===== src/design/aps_defs.svh =====
// Constants for the audio port power and clock supervisor.
// Assumes inclusion by bare name; definitions only.
`ifndef APS_DEFS_SVH
`define APS_DEFS_SVH
`define APS_ADDR_CTRL 8'h00
`define APS_ADDR_STAT 8'h04
`define APS_ADDR_ADCD 8'h08
`define APS_ADDR_DACD 8'h0C
`define APS_CTRL_ADC_EN 0
`define APS_CTRL_DAC_EN 1
`define APS_CTRL_REGMODE 2
`define APS_CTRL_RATIO_LO 4
`define APS_CTRL_RATIO_HI 5
`define APS_CTRL_RESET 32'h0000_0034
`define APS_CTRL_MASK 32'h0000_0037
`define APS_RELEASE_FRAMES 64
`define APS_VALID_FRAMES 528
`define APS_BITS_PER_FRAME 64
`define APS_STOP_TIMEOUT_NS 10000
`define APS_CLK_NS 8
`define APS_STOP_CYCLES (`APS_STOP_TIMEOUT_NS / `APS_CLK_NS)
`endif


===== src/design/aps_pkg.sv =====
// Types used by the supervisor; its FIFO uses none of them.
// Assumes aps_defs.svh is compiled alongside.
package aps_pkg;
  typedef enum logic [1:0] {APS_OFF, APS_WAIT_CLK, APS_RELEASE, APS_RUN} aps_state_t;
  typedef struct packed {
    logic [2:0] stopped;
    logic [2:0] seen;
  } aps_clk_t;
endpackage


===== src/design/aps_fifo.sv =====
// Synchronous FIFO with valid/ready on both sides.
// Assumes a single clock and synchronous active-high reset.
`timescale 1ns/1ns
module aps_fifo #(
  parameter int WIDTH = 32,
  parameter int DEPTH = 32
) (
  input wire logic mclk,
  input wire logic reset,
  input wire logic [WIDTH-1:0] in_data,
  input wire logic in_valid,
  output logic in_ready,
  output logic [WIDTH-1:0] out_data,
  output logic out_valid,
  input wire logic out_ready
);
  localparam int AW = $clog2(DEPTH);
  initial begin
    if (DEPTH < 2 || (1 << AW) != DEPTH) $error("DEPTH must be a power of two");
  end
  logic [WIDTH-1:0] mem [DEPTH];
  logic [AW:0] wp_r, rp_r;
  wire push = in_valid && in_ready;
  wire pop = out_valid && out_ready;
  assign in_ready = (wp_r - rp_r) != (AW+1)'(DEPTH);
  assign out_valid = wp_r != rp_r;
  assign out_data = mem[rp_r[AW-1:0]];
  always_ff @(posedge mclk) begin
    if (push) mem[wp_r[AW-1:0]] <= in_data;
  end
  always_ff @(posedge mclk) begin
    if (reset) begin
      wp_r <= '0;
      rp_r <= '0;
    end else begin
      if (push) wp_r <= wp_r + 1'b1;
      if (pop) rp_r <= rp_r + 1'b1;
    end
  end
endmodule


===== src/design/aps_supervisor.sv =====
// Power and clock supervisor for an ADC port and a DAC port.
// Assumes port clocks are sampled as plain inputs on mclk (125 MHz) and APB master.
// Contract
// - ADC power-down rising: count 64 frame periods, then release ADC power-down.
// - Valid ADC serial output starts 528 frame periods after release.
// - Register mode: converter runs only when pin high and enable bit one.
// - Pin mode: converter runs whenever its power-down pin is high.
// - ADC master mode: stopped ADC master clock powers the ADC down.
// - Slave mode: any one of the three port clocks stopped powers that converter down.
// - Powered down: ADC data reads zero, DAC output pulled low.
// - Supplying required clocks again resumes operation.
// - After pin rises, converter stays down until all its clocks are seen; ADC master mode waits for the master clock only.
// - ADC and DAC ports run independently, each with its own clocks.
// - Master select steers only the ADC port; DAC port always slave.
// - Master mode drives ADC frame and bit clocks; slave mode inputs.
// - Master bit clock runs at 64 times sample rate, 50 percent duty.
// - Ratio field picks 256/384/512/768 fs master clock, 768 default.
`timescale 1ns/1ns
`include "aps_defs.svh"
module aps_supervisor #(
  parameter int STOP_CYCLES = `APS_STOP_CYCLES,
  parameter int FIFO_DEPTH = 32
) (
  input wire logic mclk,
  input wire logic reset,
  input wire logic psel,
  input wire logic penable,
  input wire logic pwrite,
  input wire logic [7:0] paddr,
  input wire logic [31:0] pwdata,
  output logic [31:0] prdata,
  output logic pready,
  output logic pslverr,
  input wire logic adc_powerdown_n,
  input wire logic dac_powerdown_n,
  input wire logic port_master_select,
  input wire logic adc_master_clock,
  input wire logic dac_master_clock,
  input wire logic adc_frame_clock_i,
  output logic adc_frame_clock_o,
  output logic adc_frame_clock_oe,
  input wire logic adc_bit_clock_i,
  output logic adc_bit_clock_o,
  output logic adc_bit_clock_oe,
  input wire logic dac_frame_clock,
  input wire logic dac_bit_clock,
  input wire logic [31:0] adc_sample,
  input wire logic adc_sample_valid,
  output logic adc_sample_ready,
  output logic [31:0] adc_serial_output,
  output logic adc_data_valid,
  output logic adc_active,
  output logic dac_active,
  output logic dac_output_pulldown
);
  initial begin
    if (STOP_CYCLES < 2) $error("STOP_CYCLES too small");
  end
  logic [31:0] ctrl_r;
  wire reg_mode = ctrl_r[`APS_CTRL_REGMODE];
  wire [1:0] ratio = ctrl_r[`APS_CTRL_RATIO_HI:`APS_CTRL_RATIO_LO];

  // Clock activity per port: edge detect on sampled clocks, timeout on silence
  wire [5:0] clk_in = {adc_master_clock, adc_frame_clock_i, adc_bit_clock_i,
                       dac_master_clock, dac_frame_clock, dac_bit_clock};
  logic [5:0] clk_d_r;
  logic [5:0] clk_live;
  genvar gi;
  generate
    for (gi = 0; gi < 6; gi++) begin : g_det
      logic [31:0] idle_r;
      always_ff @(posedge mclk) begin
        if (reset) idle_r <= STOP_CYCLES;
        else if (clk_in[gi] != clk_d_r[gi]) idle_r <= '0;
        else if (idle_r < STOP_CYCLES) idle_r <= idle_r + 1;
      end
      assign clk_live[gi] = idle_r < STOP_CYCLES;
    end
  endgenerate
  always_ff @(posedge mclk) begin
    if (reset) clk_d_r <= '0;
    else clk_d_r <= clk_in;
  end
  aps_pkg::aps_clk_t adc_clk, dac_clk;
  assign adc_clk.seen = clk_live[5:3];
  assign adc_clk.stopped = ~clk_live[5:3];
  assign dac_clk.seen = clk_live[2:0];
  assign dac_clk.stopped = ~clk_live[2:0];

  // Master mode needs only the master clock; its frame/bit clocks are ours
  wire adc_clk_ok = port_master_select ? adc_clk.seen[2] : &adc_clk.seen;
  wire dac_clk_ok = &dac_clk.seen;
  wire adc_en = adc_powerdown_n && (!reg_mode || ctrl_r[`APS_CTRL_ADC_EN]);
  wire dac_en = dac_powerdown_n && (!reg_mode || ctrl_r[`APS_CTRL_DAC_EN]);

  // Master clock divider: master clock edges per half bit clock
  logic [3:0] half_bit;
  assign half_bit = (ratio == 2'b00) ? 4'h2 : (ratio == 2'b01) ? 4'h3 :
                    (ratio == 2'b10) ? 4'h4 : 4'h6;
  wire mclk_rise = adc_master_clock && !clk_d_r[5];
  logic [3:0] div_r;
  logic [5:0] bit_cnt_r;
  logic bclk_r, fclk_r;
  always_ff @(posedge mclk) begin
    if (reset) begin
      div_r <= '0;
      bclk_r <= 1'b0;
      bit_cnt_r <= '0;
      fclk_r <= 1'b0;
    end else if (mclk_rise) begin
      if (div_r == half_bit - 4'h1) begin
        div_r <= '0;
        bclk_r <= !bclk_r;
        if (bclk_r) begin
          bit_cnt_r <= bit_cnt_r + 6'h01;
          if (bit_cnt_r == 6'(`APS_BITS_PER_FRAME / 2 - 1) || bit_cnt_r == 6'(`APS_BITS_PER_FRAME - 1))
            fclk_r <= !fclk_r;
        end
      end else begin
        div_r <= div_r + 4'h1;
      end
    end
  end
  assign adc_bit_clock_o = bclk_r;
  assign adc_frame_clock_o = fclk_r;
  assign adc_bit_clock_oe = port_master_select;
  assign adc_frame_clock_oe = port_master_select;

  // Frame tick from whichever frame clock the ADC port uses
  wire fclk_src = port_master_select ? fclk_r : adc_frame_clock_i;
  logic fclk_d_r;
  always_ff @(posedge mclk) begin
    if (reset) fclk_d_r <= 1'b0;
    else fclk_d_r <= fclk_src;
  end
  wire frame_tick = fclk_src && !fclk_d_r;

  // ADC sequencer
  aps_pkg::aps_state_t st_r, st_nxt;
  logic [9:0] cnt_r, cnt_nxt;
  always_comb begin
    st_nxt = st_r;
    cnt_nxt = cnt_r;
    case (st_r)
      aps_pkg::APS_OFF: begin
        if (adc_en) st_nxt = aps_pkg::APS_WAIT_CLK;
      end
      aps_pkg::APS_WAIT_CLK: begin
        cnt_nxt = '0;
        if (adc_clk_ok) st_nxt = aps_pkg::APS_RELEASE;
      end
      aps_pkg::APS_RELEASE: begin
        if (frame_tick) cnt_nxt = cnt_r + 10'h001;
        if (frame_tick && cnt_r == 10'(`APS_RELEASE_FRAMES - 1)) begin
          st_nxt = aps_pkg::APS_RUN;
          cnt_nxt = '0;
        end
      end
      aps_pkg::APS_RUN: begin
        if (frame_tick && cnt_r != 10'(`APS_VALID_FRAMES)) cnt_nxt = cnt_r + 10'h001;
      end
      default: st_nxt = aps_pkg::APS_OFF;
    endcase
    if (!adc_en) st_nxt = aps_pkg::APS_OFF;
    else if (!adc_clk_ok && st_r != aps_pkg::APS_OFF) st_nxt = aps_pkg::APS_WAIT_CLK;
  end
  always_ff @(posedge mclk) begin
    if (reset) begin
      st_r <= aps_pkg::APS_OFF;
      cnt_r <= '0;
    end else begin
      st_r <= st_nxt;
      cnt_r <= cnt_nxt;
    end
  end
  assign adc_active = st_r == aps_pkg::APS_RUN;
  wire adc_valid_now = adc_active && cnt_r == 10'(`APS_VALID_FRAMES);

  // Sample path: FIFO drains one word per frame once output is valid
  logic [31:0] fifo_data;
  logic fifo_valid;
  wire fifo_pop = adc_valid_now && frame_tick;
  aps_fifo #(.WIDTH(32), .DEPTH(FIFO_DEPTH)) u_fifo (
    .mclk(mclk),
    .reset(reset),
    .in_data(adc_sample),
    .in_valid(adc_sample_valid),
    .in_ready(adc_sample_ready),
    .out_data(fifo_data),
    .out_valid(fifo_valid),
    .out_ready(fifo_pop)
  );
  // Clear on the next-state view so the word is already zero when valid drops
  wire adc_valid_nxt = st_nxt == aps_pkg::APS_RUN && cnt_nxt == 10'(`APS_VALID_FRAMES);
  logic [31:0] sdo_r;
  always_ff @(posedge mclk) begin
    if (reset) sdo_r <= '0;
    else if (!adc_valid_nxt) sdo_r <= '0;
    else if (fifo_pop && fifo_valid) sdo_r <= fifo_data;
  end
  assign adc_serial_output = sdo_r;
  assign adc_data_valid = adc_valid_now;

  logic dac_run_r;
  always_ff @(posedge mclk) begin
    if (reset) dac_run_r <= 1'b0;
    else dac_run_r <= dac_en && dac_clk_ok;
  end
  assign dac_active = dac_run_r;
  assign dac_output_pulldown = !dac_run_r;

  // APB slave, zero wait states
  wire hit_ctrl = paddr == `APS_ADDR_CTRL;
  wire hit_stat = paddr == `APS_ADDR_STAT;
  wire hit_adcd = paddr == `APS_ADDR_ADCD;
  wire hit_dacd = paddr == `APS_ADDR_DACD;
  wire hit_any = hit_ctrl || hit_stat || hit_adcd || hit_dacd;
  wire wr_ctrl = psel && penable && pwrite && hit_ctrl;
  wire [31:0] stat_word = {20'h0, 2'(st_r), 1'b0, adc_data_valid, dac_active, adc_active,
                           adc_clk.seen, dac_clk.seen};
  assign pready = 1'b1;
  assign pslverr = psel && penable && !hit_any;
  always_ff @(posedge mclk) begin
    if (reset) ctrl_r <= `APS_CTRL_RESET;
    else if (wr_ctrl) ctrl_r <= pwdata & `APS_CTRL_MASK;
  end
  assign prdata = hit_ctrl ? ctrl_r : hit_stat ? stat_word :
                  hit_adcd ? sdo_r : hit_dacd ? {31'h0, dac_active} : 32'h0000_0000;
endmodule


===== config.mk =====
export PLATFORM = sky130hd
export DESIGN_NAME = aps_supervisor
export DESIGN_NICKNAME = d
export VERILOG_FILES = /design/src/design/aps_pkg.sv /design/src/design/aps_fifo.sv /design/src/design/aps_supervisor.sv
export VERILOG_INCLUDE_DIRS = /design/src /design/src/design
export SDC_FILE = /design/constraint.sdc
export NUM_CORES = 1
export LEC_CHECK = 0
export ABC_AREA = 1
export BUFFER_PORTS_ARGS = -buffer_cell sky130_fd_sc_hd__buf_2
export CORE_UTILIZATION = 36
export DETAILED_ROUTE_END_ITERATION = 8
export PLACE_DENSITY = 0.55
export SYNTH_ARGS = -nofsm -noshare
export SYNTH_HDL_FRONTEND = slang
export SYNTH_SLANG_ARGS = --single-unit

===== constraint.sdc =====
create_clock -name mclk -period 6.2 [get_ports mclk]
set_input_delay 0.62 -clock mclk [delete_from_list [all_inputs] [get_ports mclk]]
set_output_delay 0.62 -clock mclk [all_outputs]
set_load 0.005 [all_outputs]

; ---- After elaboration in Yosys (flattened, before gate mapping)
; Memories as Yosys holds them, arrays and structs flattened. A register that Yosys moved wholly into a read port is not among the register bits.
; Index checks and enable logic that the tools add are counted.
; W data, S select, Z words.
[op_classes]
n_addsub = 13
magnitude_cmp = 6
n_eq_ne = 24
n_mux = 33
bitwise = 1
reduce_logical = 53
[ops]
columns = cell, count
row1 = $add A32 B1 Y32 const B, 6
row2 = $lt A32 B11 Y1 const B, 6
row3 = $mux W11, 12
row4 = $mux W32, 3
row5 = $mux W10, 3
row6 = $pmux W10 S3, 1
row7 = $eq A10 B10 Y1 const B, 2
row8 = $add A6 B1 Y6 const B, 3
row9 = $logic_and A1 B1 Y1, 17
row10 = $eq A8 B4 Y1 const B, 2
row11 = $reduce_bool A2 Y1, 7
row12 = $reduce_or A2 Y1, 7
row13 = $add A10 B1 Y10 const B, 1
row14 = $eq A10 B6 Y1 const B, 1
row15 = $mux W2, 5
row16 = $ne A10 B10 Y1 const B, 1
row17 = $reduce_and A3 Y1, 3
row18 = $eq A2 B2 Y1 const B, 4
row19 = $eq A8 B3 Y1 const B, 1
row20 = $logic_not A1 Y1, 8
row21 = $logic_not A8 Y1, 1
row22 = $eq A6 B5 Y1 const B, 1
row23 = $eq A6 B6 Y1 const B, 1
row24 = $logic_or A1 B1 Y1, 6
row25 = 16 further kinds, 28
[totals]
reg_bits = 241
ramBits = 1024
inputBits = 87
output_inout_bits = 75
n_memories = 1
[memory_table]
columns = memory, depth, width, rd, rd_ports_with_merged_regs, wr, line
row1 = u_fifo.mem, 32, 32, 1, 1, 1, aps_fifo.sv:21  ; logic [WIDTH-1:0] mem [DEPTH];

; ---- Longest topological paths before layout
; Gate-level depths: netlist (run 1).
[depth]
ltp_word = 11
ltp_mapped = 16

; ---- Modules after synthesis
; A second synthesis (run 1) with hierarchy kept.
[unflattened]
hier_cells = 4516
area_unflattened_um2 = 53113.4
[modules_own_cells]
columns = module, instances, cells_each, area_each_um2, seq_area_each_um2
row1 = aps_fifo, 1, 3006, 41802.6, 31089.8
row2 = aps_supervisor, 1, 1510, 11310.8, 5225.0

; ---- Worst setup path after synthesis (run 1)
; OpenSTA, ideal clock, no wires.
[synth_path]
path_kind = register to register
from = register u_fifo.rp_r[1]
to = memory u_fifo.mem[31][0] (enable)
setup_ns = 0.468
t_arrival_ns = 4.517
required_time_ns = 5.732
setup_slack_ns = 1.215
path_stages_with_launch = 13
path_buffers = 3
period_less_slack_ns = 4.985
cell_sequence = dfxtp_1 -> clkbuf_1 -> inv_1 -> clkbuf_1 -> clkbuf_1 -> ha_1 -> a21oi_1 -> o21ai_0 -> nand2_1 -> nand3_1 -> nand4_1 -> nand2_1 -> nor3b_1
[synth_between]
elab_chain_cells = 5
[synth_lines]
columns = item, line
row1 = start: declaration, aps_fifo.sv:22  ; logic [AW:0] wp_r, rp_r;
row2 = start signal: assignment, aps_fifo.sv:37  ; if (pop) rp_r <= rp_r + 1'b1;
row3 = $sub A6 B6 Y6, aps_fifo.sv:25  ; assign in_ready = (wp_r - rp_r) != (AW+1)'(DEPTH);
row4 = $ne A6 B6 Y1, aps_fifo.sv:25
row5 = named net adc_sample_ready, aps_supervisor.sv:49  ; output logic adc_sample_ready,
row6 = $logic_and A1 B1 Y1, aps_fifo.sv:23  ; wire push = in_valid && in_ready;
row7 = $mux W1, aps_fifo.sv:29  ; if (push) mem[wp_r[AW-1:0]] <= in_data;
row8 = $mux W1 (not written as such), aps_fifo.sv:29
row9 = end: declaration, aps_fifo.sv:21
; The timed path passes the listed nets, and every way through them passes these cells.

; ---- Worst setup path in the final report (run 1)
[layout_path]
from = register u_fifo.rp_r[2]
to = memory u_fifo.mem[5][23] (enable)
[layout_between]
elab_chain_cells = 5
[layout_lines]
columns = item, line
row1 = $sub A6 B6 Y6, aps_fifo.sv:25
row2 = $ne A6 B6 Y1, aps_fifo.sv:25
row3 = $logic_and A1 B1 Y1, aps_fifo.sv:23
row4 = $mux W1, aps_fifo.sv:29
row5 = $mux W1 (not written as such), aps_fifo.sv:29
; Every way passes these cells.

==> flow_metrics.py, run 1 <==
metrics = {
    "finish": {
        "final_cell_mix": "edfxtp_1 (1,024), nor2_1 (841), o21ai_0 (568)",
        "nets": 4738,
        "finish.utilization": 0.4144,
        "fin_cells": 6633,
        "fillers": 13375,
        "layout_commonest_cell": "edfxtp_1",
        "final_cell_area_sq_um": 58750,
        "drive_gt1_frac": 0.1042,
        "syn_to_final_growth_pct": 13.98,
    },
    "clocking": {
        "cts_buffers": 137,
        "cts_hold_buf": 0,
        "clockBufferDepth": 3,
        "clk_pin_slew_worst_paths_ps": 60,
        "cts_setup_buffers": 0,
        "cts_root_buf": "clkbuf_16",
        "clock_sinks": 1296,
        "htreeDepth": 4,
        "cts_resized": 0,
        "cts_tree": "built",
        "clock_latency_ps": 770,
    },
    "sta": {
        "skew_ps": 26.32,
        "setup_tns_ps": 0,
        "hold_viol_final": 0,
        "rsz0062_at_grt": "false",
        "period_share": 0.8142,
        "tightest_slew_ps": 1172,
        "fmax_ghz": 0.1981,
        "relSlewSlack": 0.2167,
        "slew_viol_final": 0,
        "period_needed_ps": 5048,
        "setup_violations": 0,
    },
    "grt": {
        "grt_max_degree": 198,
        "grt_antenna_before_repair": 13,
        "grt-ovfl-total": 0,
        "grt_pass1_wl_um": 207800,
        "grt_use_total": 0.1905,
        "grt_pass1_vias": 32645,
    },
    "routing": {
        "firstDrtPassIters": 6,
        "viasPerCell": 5.222,
        "num_vias": 34638,
        "wirelength_um": 139600,
        "detail-route-antenna-nets": 0,
        "drtIter0Drc": 2927,
        "drc": 0,
        "wire_per_inst_um": 21.05,
    },
    "power_and_ir_drop": {
        "power.leakage_uw": 0.01972,
        "vdd_drop_max_mv": 0.2535,
        "total_power_uw": 18060,
        "power_density_nw_per_um2": 307.4,
    },
    "hold_path": {
        "hold-path-endpoint": "clk_d_r[2]$_SDFF_PP0_",
        "whs_path_depth": 3,
        "hold_path_class": "in -> reg",
        "worstHoldStart": "dac_master_clock",
    },
    "logic_synthesis": {
        "synth_nets": 4649,
        "synth_top_family_by_area": "simple AND/OR/NAND/NOR gates",
        "synth_area_per_cell_sq_um": 11.36,
        "ys_types": 56,
        "synthTopCellsByArea": "edfxtp_1 (60%), dfxtp_1 (11%), nor2_1 (6.4%)",
        "netlist_area_sq_um": 51540,
        "synthAdderAreaFrac": 0.006312,
        "synthFlopType": "edfxtp_1",
        "synthMuxAreaShare": 0,
        "synth_warnings": 0,
        "synthXorXnorAreaFrac": 0.006457,
        "yosys.area.top_type": "edfxtp_1",
        "synth_top_cell_area_share": 0.5966,
        "synth_seq_area_share": 0.7022,
        "synth_edf_count": 1024,
        "synth-seq-cells": 1296,
        "synth_simple_gate_area_frac": 0.1329,
        "syn-instance-count": 4536,
        "async_reset_ff_frac": 0,
        "synth-compound-area-share": 0.1060,
    },
    "critical_path": {
        "critPathCaptureType": "flop",
        "path_common_cell": "nand2_1",
        "cp_num_cells": 13,
        "critPathSlowestCell": "nor2_4",
        "critPathTopFamily": "simple AND/OR/NAND/NOR gates",
        "critical_path_class": "reg -> reg",
        "rrSetupSlack_ps": 1150,
        "r2r_cells": 13,
        "r2r-start": "u_fifo.rp_r[2]$_SDFFE_PP0P_",
        "path_buf_inv": 3,
        "cp.arrival_ps": 5500,
        "r2r-end": "u_fifo.mem[5][23]$_DFFE_PP_",
        "worst-path-max-fanout": 36,
        "cp-start-kind": "flop",
        "critical_path_required_ps": 6650,
        "crit_chain": "inv_2 > ha_1 > nand2_1 > o21ai_0 > nand2_1 > nand2_1 > nand2_1 > nand4_1 > nand2_1 > inv_1 > nand2_1 > nor2_4 > buf_4",
        "cpPeakStageDelay_ps": 980,
    },
    "floorplanning": {
        "die_area_sq_um": 144700,
        "ios": 162,
        "num_rows": 138,
        "core_sq_um": 141800,
        "start_util": 0.3636,
        "die_w_um": 380.4,
        "die_h_um": 380.4,
    },
    "placement": {
        "postPlaceCellArea_sq_um": 54340,
        "port_buffers": 133,
        "placed_cells": 6376,
        "gp_congestion": 0.8250,
        "hpwl_um": 79270,
    },
    "status": {
        "status": "finished clean",
    },
    "job": {
        "maxCapViolCount": 0,
    },
}
-- worst min-delay path: stages --
cell and delay [ps]:
buf_2 110, inv_1 40, nor2_1 30
-- worst max path at each step --
stage                                    to                        start  slack, ps
3_3_place_gp   u_fifo.mem[20][25]$_DFFE_PP_  u_fifo.rp_r[2]$_SDFFE_PP0P_       1210
3_5_place_dp    u_fifo.mem[5][26]$_DFFE_PP_  u_fifo.rp_r[2]$_SDFFE_PP0P_       1240
5_1_grt         u_fifo.mem[5][18]$_DFFE_PP_  u_fifo.rp_r[2]$_SDFFE_PP0P_        830
6_report        u_fifo.mem[5][23]$_DFFE_PP_  u_fifo.rp_r[2]$_SDFFE_PP0P_       1150
2_1_floorplan   u_fifo.mem[31][0]$_DFFE_PP_  u_fifo.rp_r[1]$_SDFFE_PP0P_       1210
4_1_cts          u_fifo.mem[8][1]$_DFFE_PP_  u_fifo.rp_r[2]$_SDFFE_PP0P_       1220
-- per-layer routing --
metal | vias to the layer above | routed length (um) | share of wire | track usage
met4 | 14 | 3465 | 0.025 | 0.06250
met1 | 17064 | 62810 | 0.45 | 0.2664
li1 | 16235 | - | - | -
met2 | 1119 | 61140 | 0.44 | 0.2838
met3 | 206 | 12140 | 0.087 | 0.05378
met5 | - | 86 | 0.00062 | 0
-- Yosys cell counts (all sizes together), types with 2 or more instances --
cell type,number
edfxtp,1024
o211ai,82
inv,333
clkbuf,166
or2,4
nand2,387
clkinv,5
a211oi,3
o21ai,588
o21a,3
buf,89
nor3b,8
xnor2,6
xor2,32
nand3,164
nor4,18
a31oi,4
dfxtp,272
o221ai,63
o311ai,4
nand4,85
ha,26
nor3,50
o22ai,141
a41oi,2
a21oi,50
nor2,910
nand3b,2
-- cell type report --
cell class | instances | area, sq um | area share
tap | 1890 | 2365 | 0.04025
clock inverter | 70 | 605.6 | 0.01031
clock buffer | 183 | 3791 | 0.06453
antenna | 4 | 10.01 | 0.0001704
multi-input combinational | 2647 | 13230 | 0.2252
sequential | 1296 | 36210 | 0.6163
inverter | 338 | 1284 | 0.02185
timing repair buffer | 205 | 1256 | 0.02138
-- report_power, final --
group,switching (uW),total [uW],internal (uW)
Combinational,381,493,113
Sequential,39.9,9500,9460
Clock,3380,8060,4680
-- metrics by stage --
step | setup WS [ps] | hold WS [ps]
6_report | 1152 | 81.00
5_1_grt | 825.3 | 55.40
4_1_cts | 1215 | 18.91
3_5_place_dp | 1244 | 417.2
3_3_place_gp | 1214 | 414.1
2_1_floorplan | 1215 | 408.0
-- cells by family after synthesis --
| family | after synthesis |
|---|---|
| and+or+nand+nor | 1631 |
| buffers and inverters | 593 |
| adders and majority gates | 26 |
| other | 1 |
| DFF | 1296 |
| AOI/OAI and AO/OA | 951 |
| xor gates and xnor gates | 38 |
-- flip-flops by register name (all words and copies together), names as in the netlist, 5 cells and up --
signal             flops
clk_d_r                6
ctrl_r                 5
u_fifo.mem          1024
u_fifo.wp_r            6
bit_cnt_r              5
u_fifo.rp_r            6
adc_serial_output     32
cnt_r                 10
g_det.idle_r         192
Power figures use the tool's default switching activity.
==> inputs of run 2 (changes only) <==
clock period = 4.85 ns   (was 6.2 ns; I/O delays follow)
==> flow_metrics.py, run 2 (same netlist as run 1, synthesis figures left out) <==
metrics = {
    "status": {
        "status": "finished clean",
    },
    "routing": {
        "viasPerCell": 5.183,
        "wirelength_um": 138200,
        "firstDrtPassIters": 5,
        "dr_wl_met2_um": 62530,
        "met1Wirelength_um": 62640,
        "num_vias": 34388,
        "dr_wl_met3_um": 9734,
        "routed.top_layer": "met5",
        "drc": 0,
        "wire_per_inst_um": 20.83,
        "drtIter0Drc": 2908,
        "detail-route-antenna-nets": 0,
    },
    "clocking": {
        "clk_pin_slew_worst_paths_ps": 60,
        "clockBufferDepth": 3,
        "clock_latency_ps": 770,
        "cts_tree": "built",
        "clock_sinks": 1296,
        "htreeDepth": 4,
        "cts_buffers": 137,
        "cts_root_buf": "clkbuf_16",
        "cts_resized": 0,
        "cts_setup_buffers": 0,
    },
    "critical_path": {
        "critPathSlowestCell": "nor2_4",
        "path_buf_inv": 4,
        "path_common_cell": "nand2_1",
        "critical_path_required_ps": 5290,
        "startpoint": "u_fifo.rp_r[1]$_SDFFE_PP0P_",
        "r2r_cells": 13,
        "cp_num_cells": 13,
        "r2r-end": "u_fifo.mem[24][20]$_DFFE_PP_",
        "worst-path-max-fanout": 39,
        "cpPeakStageDelay_ps": 900,
        "cp.arrival_ps": 4720,
        "critPathCaptureType": "flop",
        "r2r-start": "u_fifo.rp_r[1]$_SDFFE_PP0P_",
        "cp-endpoint": "u_fifo.mem[24][20]$_DFFE_PP_",
        "critical_path_class": "reg -> reg",
        "critPathTopFamily": "simple AND/OR/NAND/NOR gates",
        "rrSetupSlack_ps": 570,
        "crit_chain": "inv_6 > ha_1 > a21oi_1 > o21ai_0 > nand2_1 > nand3_1 > nand4_1 > buf_4 > nand2_1 > inv_1 > nand2_1 > nor2_4 > buf_12",
        "cp-start-kind": "flop",
    },
    "sta": {
        "setup_violations": 0,
        "slew_viol_final": 0,
        "setup_tns_ps": 0,
        "skew_ps": 33.40,
        "rsz0062_at_grt": "false",
        "tightest_slew_ps": 1147,
        "fin_hold_ws_ps": 66.54,
        "period_needed_ps": 4280,
        "hold_viol_final": 0,
        "period_share": 0.8824,
        "relSlewSlack": 0.2355,
        "fmax_ghz": 0.2337,
    },
    "grt": {
        "grt_pass1_wl_um": 207000,
        "grt-ovfl-total": 0,
        "grt_pass1_vias": 32448,
        "grt_use_total": 0.1887,
        "grt_max_degree": 192,
        "grt_antenna_before_repair": 13,
    },
    "finish": {
        "final_cell_mix": "edfxtp_1 (1,024), nor2_1 (841), o21ai_0 (568)",
        "drive_gt1_frac": 0.1029,
        "nets": 4752,
        "syn_to_final_growth_pct": 14.19,
        "layout_commonest_cell": "edfxtp_1",
        "finish.utilization": 0.4152,
        "largest_register_ff_count": 1024,
    },
    "hold_path": {
        "hold_path_class": "in -> reg",
    },
    "floorplanning": {
        "core_sq_um": 141800,
        "die_w_um": 380.4,
        "die_h_um": 380.4,
        "ios": 162,
        "num_rows": 138,
        "die_area_sq_um": 144700,
        "start_util": 0.3636,
    },
    "job": {
        "maxCapViolCount": 0,
    },
    "power_and_ir_drop": {
        "power.leakage_uw": 0.01973,
        "vdd_drop_max_mv": 0.3196,
        "power_density_nw_per_um2": 384.6,
    },
    "placement": {
        "hpwl_um": 76230,
        "port_buffers": 133,
        "gp_congestion": 0.8376,
    },
}
-- run 2: cell types whose count changed in the layout (fill, tap and decap cells not counted), sizes merged --
cell	before	now
inv	336	337
dlygate4sd3	0	11
buf	205	208
bufinv	9	3
clkbuf	183	187
clkinv	62	52
diode	4	3
-- run 2: worst min-delay path by stage --
stage	start	endpoint	slack, ps	cells past startpoint
6_report	pwdata[1]	ctrl_r[1]$_SDFFE_PP0P_	70	3
2_1_floorplan	g_det[1].idle_r[30]$_SDFFE_PP0P_	g_det[1].idle_r[30]$_SDFFE_PP0P_	410	2
3_3_place_gp	g_det[3].idle_r[19]$_SDFFE_PP0N_	g_det[3].idle_r[19]$_SDFFE_PP0N_	410	2
5_1_grt	pwdata[1]	ctrl_r[1]$_SDFFE_PP0P_	60	3
3_5_place_dp	g_det[4].idle_r[22]$_SDFFE_PP0N_	g_det[4].idle_r[22]$_SDFFE_PP0N_	420	2
4_1_cts	pwdata[1]	ctrl_r[1]$_SDFFE_PP0P_	10	3
-- run 2: layer usage --
metal,global-route usage,vias up
met3,0.03624,223
met5,0,-
met1,0.2658,16814
met4,0.05645,14
li1,-,16274
met2,0.2940,1063
-- run 2: cell type report --
class / instances / area (sq um)
Multi-Input combinational cell: 2647 / 13240
Clock inverter: 55 / 387.9
Fill cell: 13345 / 82900
Timing Repair Buffer: 219 / 1589
Antenna cell: 3 / 7.507
Tap cell: 1890 / 2365
Sequential cell: 1296 / 36210
Clock buffer: 187 / 3782
Inverter: 338 / 1284
-- run 2: worst register-to-register path, stage by stage (launching register included) --
cell     delay, ps
dfxtp_4        350
inv_6          260
ha_1           310
a21oi_1        250
o21ai_0        190
nand2_1        130
nand3_1         70
nand4_1        110
buf_4          120
nand2_1        210
inv_1          260
nand2_1        520
nor2_4         900
buf_12         280
-- run 2: timing repair --
action / CTS / global route
endpoints found under the setup margin: 0 / 0
hold buffers: 11 / 0
hold endpoints to repair: 11 / 0
-- run 2: through the flow --
stage / total power (uW) / setup WS [ps] / area [sq um] / instances
after detailed placement: 13020 / 627.5 / 54570 / 6379
after global placement: 13010 / 642.6 / 54570 / 6379
after CTS: 22860 / 611.4 / 58850 / 6632
after floorplan: 12680 / 588.7 / 51550 / 4536
final: 22640 / 570.2 / 58860 / 6635
after global routing: 23350 / 345.8 / 58850 / 6633
-- run 2: report_power, final --
group	leakage, uW	switching [uW]	internal (uW)
Clock	0.00204	4240	5610
Combinational	0.00626	478	157
Sequential	0.0114	50.7	12100
Total	0.0197	4770	17900
